**src/common/wses_defs.vh**
```
// Purpose: constants of the wake event status and enable block
// Assumes: register index = printed offset, byte address = 4 * index
// Notes:   definitions only
`ifndef WSES_DEFS_VH
`define WSES_DEFS_VH

// ==========================================================
// register indices
`define WSES_IDX_SUMMARY_STS  7'h00
`define WSES_IDX_GLOBAL_EN    7'h02
`define WSES_IDX_STS_ONE      7'h04
`define WSES_IDX_STS_TWO      7'h05
`define WSES_IDX_STS_THREE    7'h06
`define WSES_IDX_EN_ONE       7'h0A
`define WSES_IDX_EN_TWO       7'h0B
`define WSES_IDX_EN_THREE     7'h0C
`define WSES_IDX_IRQ_STS      7'h10
`define WSES_IDX_IRQ_CLR      7'h11
`define WSES_IDX_IRQ_EN       7'h12
`define WSES_IDX_STS_SEVEN    7'h68
`define WSES_IDX_EN_SEVEN     7'h6C
`define WSES_IDX_RSVD_FIRST   7'h6D

// ==========================================================
// field positions
`define WSES_BIT_SUMMARY_FLAG 0
`define WSES_BIT_GLOBAL_EN    0
`define WSES_BIT_IRQ_SUMMARY  0
`define WSES_BIT_IRQ_SOURCE   1
`define WSES_BIT_PAR_IRQ      0

// ==========================================================
// reset values
`define WSES_RST_BYTE         8'h00
`define WSES_RST_IRQ          2'h0
`define WSES_RST_WORD         32'h0000_0000

`endif

```
**src/rtl/wses_top.v**
```verilog
// Purpose: wake event status, enables and active-low wake output
// Assumes: i_sys_rst is the standby-rail power-on reset
// Notes:   classic wishbone slave, one registered ack per access
//
// Function
// - the summary flag sets on each rising edge of the wake request, whatever the global enable.
// - writing one to the summary flag clears it and stops the wake drive; zero does nothing.
// - the summary flag resets only on the standby-rail power-on reset.
// - global enable bit 0 gates the wake output, blocked while zero.
// - the global enable resets to zero only on the standby-rail power-on reset.
// - unused bits 7 to 1 and all reserved bits read as zero.
// - each source status bit records activity regardless of any enable.
// - a source event sets its status bit, which holds until software clears it.
// - status bits clear individually by writing one; zero leaves them unchanged.
// - source status registers reset to zero only on the standby-rail power-on reset.
// - group one bits are pin a, pin b, ring one, keyboard, mouse, key, fan, ring two.
// - group two bits 0 to 7 are general pins 10 to 17.
// - group three bits 0 to 7 are general pins 20 to 27.
// - offsets 6D to 7F are reserved, read-only and read zero.
// - the parallel port irq reads one while the port is off, else follows ack.
// - a source drives wake only with its status, its enable and global enable set.
`timescale 1ns/1ps
`include "wses_defs.vh"

module wses_top #(
    parameter DW = 8
) (
    input  wire        i_clk_sys,
    input  wire        i_sys_rst,
    input  wire        i_wb_cyc,
    input  wire        i_wb_stb,
    input  wire        i_wb_we,
    input  wire [8:0]  i_wb_adr,
    input  wire [3:0]  i_wb_sel,
    input  wire [31:0] i_wb_dat,
    output reg  [31:0] o_wb_dat,
    output reg         o_wb_ack,
    input  wire        i_kbc_port_pin_a,
    input  wire        i_kbc_port_pin_b,
    input  wire        i_ring_indicate_one_n,
    input  wire        i_keyboard_wake,
    input  wire        i_mouse_wake,
    input  wire        i_specific_key_wake,
    input  wire        i_fan_speed_pulse_wake,
    input  wire        i_ring_indicate_two_n,
    input  wire [7:0]  i_general_pin_10,
    input  wire [7:0]  i_general_pin_20,
    input  wire        i_par_port_active,
    input  wire        i_printer_ack_n,
    input  wire [7:1]  i_aux_wake,
    output reg         o_wake_event_out_n,
    output reg         o_irq
);

    // ======================================================
    // bus decode
    wire [6:0]    idx;
    wire          acc;
    wire          wr;
    wire [DW-1:0] wdat;

    assign idx  = i_wb_adr[8:2];
    assign acc  = i_wb_cyc & i_wb_stb & ~o_wb_ack;
    assign wr   = acc & i_wb_we & i_wb_sel[0];
    assign wdat = i_wb_dat[DW-1:0];

    // ======================================================
    // source inputs
    wire [DW-1:0] src_one;
    wire [DW-1:0] src_two;
    wire [DW-1:0] src_three;
    wire [DW-1:0] src_seven;
    wire          parallel_port_irq;

    assign src_one = {~i_ring_indicate_two_n,
                      i_fan_speed_pulse_wake,
                      i_specific_key_wake,
                      i_mouse_wake,
                      i_keyboard_wake,
                      ~i_ring_indicate_one_n,
                      i_kbc_port_pin_b,
                      i_kbc_port_pin_a};
    assign src_two   = i_general_pin_10;
    assign src_three = i_general_pin_20;
    assign parallel_port_irq = i_par_port_active ?
                               ~i_printer_ack_n : 1'b1;
    assign src_seven = {i_aux_wake, parallel_port_irq};

    // ======================================================
    // per-source status, sticky with write-one clear
    wire [DW-1:0] sts_one;
    wire [DW-1:0] sts_two;
    wire [DW-1:0] sts_three;
    wire [DW-1:0] sts_seven;
    wire [DW-1:0] clr_one;
    wire [DW-1:0] clr_two;
    wire [DW-1:0] clr_three;
    wire [DW-1:0] clr_seven;

    assign clr_one   = (wr && idx == `WSES_IDX_STS_ONE) ?
                       wdat : {DW{1'b0}};
    assign clr_two   = (wr && idx == `WSES_IDX_STS_TWO) ?
                       wdat : {DW{1'b0}};
    assign clr_three = (wr && idx == `WSES_IDX_STS_THREE) ?
                       wdat : {DW{1'b0}};
    assign clr_seven = (wr && idx == `WSES_IDX_STS_SEVEN) ?
                       wdat : {DW{1'b0}};

    // events set status whatever the enables
    wses_sticky #(.WIDTH(DW)) u_sts_one (
        .i_clk_sys (i_clk_sys),
        .i_sys_rst (i_sys_rst),
        .i_set     (src_one),
        .i_clr     (clr_one),
        .o_q       (sts_one)
    );

    wses_sticky #(.WIDTH(DW)) u_sts_two (
        .i_clk_sys (i_clk_sys),
        .i_sys_rst (i_sys_rst),
        .i_set     (src_two),
        .i_clr     (clr_two),
        .o_q       (sts_two)
    );

    wses_sticky #(.WIDTH(DW)) u_sts_three (
        .i_clk_sys (i_clk_sys),
        .i_sys_rst (i_sys_rst),
        .i_set     (src_three),
        .i_clr     (clr_three),
        .o_q       (sts_three)
    );

    wses_sticky #(.WIDTH(DW)) u_sts_seven (
        .i_clk_sys (i_clk_sys),
        .i_sys_rst (i_sys_rst),
        .i_set     (src_seven),
        .i_clr     (clr_seven),
        .o_q       (sts_seven)
    );

    // ======================================================
    // enable registers
    reg [DW-1:0] en_one_q;
    reg [DW-1:0] en_two_q;
    reg [DW-1:0] en_three_q;
    reg [DW-1:0] en_seven_q;
    reg          global_en_q;
    reg [1:0]    irq_en_q;

    always @(posedge i_clk_sys or posedge i_sys_rst) begin
        if (i_sys_rst) begin
            en_one_q    <= `WSES_RST_BYTE;
            en_two_q    <= `WSES_RST_BYTE;
            en_three_q  <= `WSES_RST_BYTE;
            en_seven_q  <= `WSES_RST_BYTE;
            global_en_q <= 1'b0;
            irq_en_q    <= `WSES_RST_IRQ;
        end else if (wr) begin
            case (idx)
                `WSES_IDX_EN_ONE: begin
                    en_one_q <= wdat;
                end
                `WSES_IDX_EN_TWO: begin
                    en_two_q <= wdat;
                end
                `WSES_IDX_EN_THREE: begin
                    en_three_q <= wdat;
                end
                `WSES_IDX_EN_SEVEN: begin
                    en_seven_q <= wdat;
                end
                `WSES_IDX_GLOBAL_EN: begin
                    global_en_q <= wdat[`WSES_BIT_GLOBAL_EN];
                end
                `WSES_IDX_IRQ_EN: begin
                    irq_en_q <= wdat[1:0];
                end
                default: begin
                    en_one_q <= en_one_q;
                end
            endcase
        end
    end

    // ======================================================
    // wake request and summary flag
    wire wake_req;
    reg  wake_req_q;
    reg  summary_q;
    wire summary_set;
    wire summary_clr;

    assign wake_req = |(sts_one & en_one_q) |
                      |(sts_two & en_two_q) |
                      |(sts_three & en_three_q) |
                      |(sts_seven & en_seven_q);
    assign summary_set = wake_req & ~wake_req_q;
    assign summary_clr = wr && idx == `WSES_IDX_SUMMARY_STS &&
                         wdat[`WSES_BIT_SUMMARY_FLAG];

    always @(posedge i_clk_sys or posedge i_sys_rst) begin
        if (i_sys_rst) begin
            wake_req_q <= 1'b0;
            summary_q  <= 1'b0;
        end else begin
            wake_req_q <= wake_req;
            if (summary_set) begin
                summary_q <= 1'b1;
            end else if (summary_clr) begin
                summary_q <= 1'b0;
            end
        end
    end

    // active-low wake, gated by global enable and summary flag
    always @(posedge i_clk_sys or posedge i_sys_rst) begin
        if (i_sys_rst) begin
            o_wake_event_out_n <= 1'b1;
        end else begin
            o_wake_event_out_n <= ~(global_en_q & summary_q &
                                    wake_req);
        end
    end

    // ======================================================
    // interrupt status, clear and enable
    wire [1:0] irq_sts;
    wire [1:0] irq_set;
    wire [1:0] irq_clr;

    assign irq_set = {|(src_one | src_two | src_three | src_seven),
                      summary_set};
    assign irq_clr = (wr && idx == `WSES_IDX_IRQ_CLR) ?
                     wdat[1:0] : 2'h0;

    wses_sticky #(.WIDTH(2)) u_irq_sts (
        .i_clk_sys (i_clk_sys),
        .i_sys_rst (i_sys_rst),
        .i_set     (irq_set),
        .i_clr     (irq_clr),
        .o_q       (irq_sts)
    );

    always @(posedge i_clk_sys or posedge i_sys_rst) begin
        if (i_sys_rst) begin
            o_irq <= 1'b0;
        end else begin
            o_irq <= |(irq_sts & irq_en_q);
        end
    end

    // ======================================================
    // read mux
    reg [DW-1:0] rd_byte;

    always @* begin
        rd_byte = {DW{1'b0}};
        case (idx)
            `WSES_IDX_SUMMARY_STS: begin
                rd_byte[`WSES_BIT_SUMMARY_FLAG] = summary_q;
            end
            `WSES_IDX_GLOBAL_EN: begin
                rd_byte[`WSES_BIT_GLOBAL_EN] = global_en_q;
            end
            `WSES_IDX_STS_ONE: begin
                rd_byte = sts_one;
            end
            `WSES_IDX_STS_TWO: begin
                rd_byte = sts_two;
            end
            `WSES_IDX_STS_THREE: begin
                rd_byte = sts_three;
            end
            `WSES_IDX_STS_SEVEN: begin
                rd_byte = sts_seven;
            end
            `WSES_IDX_EN_ONE: begin
                rd_byte = en_one_q;
            end
            `WSES_IDX_EN_TWO: begin
                rd_byte = en_two_q;
            end
            `WSES_IDX_EN_THREE: begin
                rd_byte = en_three_q;
            end
            `WSES_IDX_EN_SEVEN: begin
                rd_byte = en_seven_q;
            end
            `WSES_IDX_IRQ_STS: begin
                rd_byte[1:0] = irq_sts;
            end
            `WSES_IDX_IRQ_EN: begin
                rd_byte[1:0] = irq_en_q;
            end
            default: begin
                rd_byte = {DW{1'b0}};
            end
        endcase
    end

    // ======================================================
    // ack and read data, one cycle after the request
    always @(posedge i_clk_sys or posedge i_sys_rst) begin
        if (i_sys_rst) begin
            o_wb_ack <= 1'b0;
            o_wb_dat <= `WSES_RST_WORD;
        end else begin
            o_wb_ack <= acc;
            if (acc && !i_wb_we) begin
                o_wb_dat <= {{(32-DW){1'b0}}, rd_byte};
            end
        end
    end

endmodule // wses_top

```
**src/rtl/wses_sticky.v**
```verilog
// Purpose: sticky status bits, set by events, cleared by writing one
// Assumes: clear is a single-cycle qualified strobe; set may be a held level
// Notes:   a set in the clearing cycle wins
`timescale 1ns/1ps

module wses_sticky #(
    parameter WIDTH = 8
) (
    input  wire             i_clk_sys,
    input  wire             i_sys_rst,
    input  wire [WIDTH-1:0] i_set,
    input  wire [WIDTH-1:0] i_clr,
    output wire [WIDTH-1:0] o_q
);

    // ======================================================
    // one flag per bit
    genvar g;
    generate
        for (g = 0; g < WIDTH; g = g + 1) begin : g_bit
            reg flag_q;
            always @(posedge i_clk_sys or posedge i_sys_rst) begin
                if (i_sys_rst) begin
                    flag_q <= 1'b0;
                end else if (i_set[g]) begin
                    flag_q <= 1'b1;
                end else if (i_clr[g]) begin
                    flag_q <= 1'b0;
                end
            end
            assign o_q[g] = flag_q;
        end
    endgenerate

endmodule // wses_sticky

```
**config.mk**
```make
export PLATFORM = sky130hd
export DESIGN_NAME = wses_top
export DESIGN_NICKNAME = d
export VERILOG_FILES = /design/src/rtl/wses_top.v /design/src/rtl/wses_sticky.v
export VERILOG_INCLUDE_DIRS = /design/src /design/src/common
export SDC_FILE = /design/constraint.sdc
export NUM_CORES = 1
export LEC_CHECK = 0
export ABC_CLOCK_PERIOD_IN_PS = 2300
export BUFFER_PORTS_ARGS = -buffer_cell sky130_fd_sc_hd__buf_2
export CORE_UTILIZATION = 48
export DETAILED_ROUTE_END_ITERATION = 7
export PLACE_DENSITY = 0.77
export SLEW_MARGIN = 10
export SYNTH_ARGS = -nofsm -noshare
export SYNTH_HDL_FRONTEND = slang
export SYNTH_SLANG_ARGS = --single-unit
```
**constraint.sdc**
```tcl
create_clock -name i_clk_sys -period 2.3 [get_ports i_clk_sys]
set_input_delay 0.23 -clock i_clk_sys [delete_from_list [all_inputs] [get_ports i_clk_sys]]
set_output_delay 0.23 -clock i_clk_sys [all_outputs]
set_load 0.1 [all_outputs]
```
==> reports/qor.csv <==
stage,metric,value,unit
outcome,outcome,"complete, but fails checks",
outcome,failing checks,DRC,
route,DR iter-0 viols,426,
setup_path,capture point of the worst reg-to-reg path,summary_q,
floorplan,DIE HEIGHT,97.75,microns
yosys,cells taking the most area after synthesis,"sky130_fd_sc_hd__dfrtp_1 46%, sky130_fd_sc_hd__mux2_2 8.7%, sky130_fd_sc_hd__a21o_1 5.1%, sky130_fd_sc_hd__buf_4 4.4%, sky130_fd_sc_hd__nand2_1 4.1%",
global_route,first-pass GRT wire length,21.06,mm
finish,layout cells sized above 1,29.07,%
yosys,"Top FF cell, synth",sky130_fd_sc_hd__dfrtp_1,
route,remaining number of nets flagged by the antenna check after routing,0,
finish,area overhead of the layout relative to synthesis,14.30,%
hold_path,HP Start,i_ring_indicate_one_n,
clock_tree,Sink Count,82,
yosys,cell type with the highest aggregate area in the netlist,sky130_fd_sc_hd__dfrtp_1,
yosys,"Warnings, synthesis",0,
power_and_ir_drop,combinational share of power,17.4,%
clock_tree,clock latency at the later pin of the worst-skew pair,0.36,ns
route,met3 routed WL,1.084,mm
power_and_ir_drop,NetSw,978.3,uW
global_route,GR Util All Layers,29.59,%
global_route,maximum number of pins on one net before global-route repair,64,
yosys,post-synthesis cell area,0.004400,sq mm
floorplan,die outline area,0.009554,sq mm
sta,max-slew violation total from the final report,0,
setup_path,Register-to-Register Setup Slack,0.29,ns
sta,final critical delay including setup and external delays,2.012,ns
job,number of max-capacitance violations reported,0,
clock_tree,CTS root buffer,sky130_fd_sc_hd__clkbuf_8,
sta,worst slew margin relative to its limit,52.89,%
setup_path,Arrival @ worst endpoint,2.26,ns
power_and_ir_drop,part of the total power dissipated in sequential elements,46.9,%
hold_path,count of cells along the worst hold path,2,
route,detailed-route wire length,13.32,mm
sta,setup repair after global routing missed its margin,no,
yosys,part of the Yosys area used for sequential elements,46.66,%
clock_tree,clock-pin transition on the worst setup and hold timing paths,0.08,ns
hold_path,Hold EP,u_sts_one.g_bit[2].flag_q,
setup_path,worst r2r src,u_sts_three.g_bit[5].flag_q,
route,vias,3784,
yosys,proportion of register bits with asynchronous set or reset after synthesis,100.0,%
hold_path,Worst Hold Class,in2reg,
yosys,count of mapped cells out of synthesis,414,
power_and_ir_drop,total power draw,3154,uW
global_route,number of global-route vias before repair,3696,
setup_path,Worst setup SP type,flip-flop,
finish,number of nets at the end of the flow,571,
power_and_ir_drop,maximum VDD drop,423.8,uV
finish,"number of standard cells in the layout, taps in and fillers out",600,
yosys,count of unique library cells instantiated by Yosys,58,
clock_tree,Resized cells post-CTS,0,
yosys,"area fraction in and, or, nand and nor cells after synthesis",18.11,%
global_route,initial antenna violation count,0,
power_and_ir_drop,Clk pwr share,35.7,%
floorplan,io pins,118,
finish,Post-Route Utilization,57.12,%
yosys,number of register bits inferred by synthesis,82,
sta,pin slew with the least headroom to its limit,0.7002,ns
clock_tree,TritonCTS buffer count,9,
yosys,adder-cell area share of the yosys netlist,0,%
sta,Worst Skew,0.009053,ns
yosys,compound-cell area share of the yosys netlist,16.29,%
clock_tree,CTS tree,built,
yosys,mean instance size in the synthesized netlist,10.63,sq um
yosys,Synth top cells by count,"81 x sky130_fd_sc_hd__dfrtp_1, 48 x sky130_fd_sc_hd__nand2_1, 34 x sky130_fd_sc_hd__mux2_2",
sta,final-report setup violation count,0,
setup_path,required time at the worst-slack endpoint,2.55,ns
route,length of routed met2 wiring,5.797,mm
floorplan,Initial Utilization,49.97,%
sta,count of endpoints failing hold in the final timing report,0,
floorplan,row count,34,
placement,Inst Count DP,584,
sta,highest achievable clock rate,497.0,MHz
power_and_ir_drop,leakage power total,0.002163,uW
route,detailed-routing wirelength on met1,5.678,mm
power_and_ir_drop,Switching Share,31.02,%
clock_tree,number of buffers on the longest clock path,2,
route,residual DRC count,20,
yosys,"EDFF count, synth",0,
global_route,aggregate global routing overflow,0,
route,routed vias/inst,6.307,
placement,final weighted congestion in routability-driven placement,0.9466,
sta,total negative slack,0,ns
route,wire length per cell,22.19,microns
yosys,main combinational cell family by area after synthesis,simple AND/OR/NAND/NOR gates,
power_and_ir_drop,PD cells,627.0,mW/mm^2
route,number of iterations in the first detailed-routing pass,7,
sta,final hold slack,0.04096,ns
clock_tree,# H-tree levels,3,
yosys,mux contribution to synthesized area,12.34,%
floorplan,width of the die,97.75,microns
power_and_ir_drop,Pint,2176,uW
setup_path,maximum fanout encountered on the critical timing path,4,
yosys,most instantiated library cell after synthesis,sky130_fd_sc_hd__dfrtp_1,
floorplan,Core Box Area,0.008806,sq mm
setup_path,critical path start-end classification,reg2reg,
placement,HPWL after detailed placement,9.845,mm
route,highest routed layer,met4,
setup_path,CP endpoint kind,flip-flop,
placement,buffers added on ports,64,
setup_path,number of cells on the worst reg-to-reg path,5,
yosys,fraction of synthesized cell area in xor and xnor cells,0,%
finish,# diodes,0,
yosys,share of the synthesized area in the top cell type,46.06,%
sta,share of the clock period used by the worst path after layout,87.48,%
-- stage by stage --
stage | cell area [sq um] | worst slack [ns]
2_1_floorplan | 4491 | 0.1112
3_3_place_gp | 4820 | 0.3095
3_5_place_dp | 4820 | 0.3006
4_1_cts | 5030 | 0.2987
5_1_grt | 5030 | 0.1656
6_report | 5030 | 0.2880
-- power by group through the flow --
| stage | Combinational [uW] | Clock, uW | Sequential [uW] |
|---|---|---|---|
| after floorplan | 344 | 0 | 1590 |
| after global placement | 541 | 0 | 1510 |
| after detailed placement | 545 | 0 | 1510 |
| after CTS | 547 | 1140 | 1480 |
| after global routing | 577 | 1190 | 1480 |
| final | 550 | 1120 | 1480 |
-- layout by cell type (no fill, tap or decap), drive strengths merged, types with 2 or more instances in the layout --
cell type,netlist,final
or4,2,2
a21oi,6,6
a32oi,3,3
nor2,16,16
a211oi,2,2
mux2,34,34
o22ai,9,9
and3,6,6
inv,6,5
dfrtp,81,81
nor3,14,14
o21ai,8,8
nor2b,5,5
clkbuf,6,12
nand3b,2,2
nand2,50,50
a22o,6,6
bufinv,0,2
a221oi,3,3
nand2b,6,6
nand3,10,10
buf,34,79
a22oi,20,20
nor4,9,9
conb,1,24
mux2i,16,16
nand4,10,10
a21o,30,30
-- state kept, by name, summed over array words and instances (netlist names), 2 cells and up --
register / cells
en_three_q: 8
u_sts_three.g_bit.flag_q: 8
en_seven_q: 8
o_wb_dat: 8
u_sts_one.g_bit.flag_q: 8
en_two_q: 8
u_sts_seven.g_bit.flag_q: 8
u_irq_sts.g_bit.flag_q: 2
irq_en_q: 2
u_sts_two.g_bit.flag_q: 8
en_one_q: 8
-- repair_timing --
action / in CTS / in global routing
setup buffers: 0 / 0
hold buffers: 1 / 0
hold endpoints to repair: 18 / 0
-- worst max-delay path by stage --
stage                                            from                          end  slack [ns]
after floorplan                              o_wb_ack                en_seven_q[2]        0.11
after global placement    u_sts_three.g_bit[5].flag_q    u_irq_sts.g_bit[0].flag_q        0.31
after detailed placement  u_sts_three.g_bit[5].flag_q                    summary_q        0.30
after CTS                 u_sts_three.g_bit[5].flag_q                    summary_q        0.30
after global routing                         o_wb_ack  u_sts_seven.g_bit[3].flag_q        0.17
final                     u_sts_three.g_bit[5].flag_q                    summary_q        0.29
-- worst max-delay path, stage by stage (launching register included) --
cell	delay, ns
sky130_fd_sc_hd__dfrtp_1	0.41
sky130_fd_sc_hd__a22o_1	0.24
sky130_fd_sc_hd__a221oi_2	0.23
sky130_fd_sc_hd__nand3_1	0.16
sky130_fd_sc_hd__or4_4	0.61
sky130_fd_sc_hd__a22o_1	0.26
-- area by class of cell --
| class | count | area [sq um] |
|---|---|---|
| well taps | 108 | 135.1 |
| fillers | 779 | 3776 |
| clock inverters | 3 | 65.06 |
| clock buffers | 12 | 135.1 |
| inverters | 6 | 26.28 |
| repair buffers | 80 | 467.9 |
| flip-flops and latches | 82 | 2053 |
| multi-input cells | 309 | 2147 |
-- logic make-up after synthesis --
| group | count (synthesis) |
|---|---|
| and+or+nand+nor | 138 |
| AOI/OAI and AO/OA | 97 |
| DFF | 82 |
| muxes | 50 |
| buffers and inverters | 46 |
| other | 1 |
-- routing by layer --
| layer | vias up | track usage (%) |
|---|---|---|
| met5 | - | 0 |
| met4 | 0 | 18.18 |
| met3 | 43 | 6.084 |
| met2 | 233 | 42.88 |
| met1 | 1865 | 40.91 |
| li1 | 1643 | - |
Power figures use the tool's default switching activity.
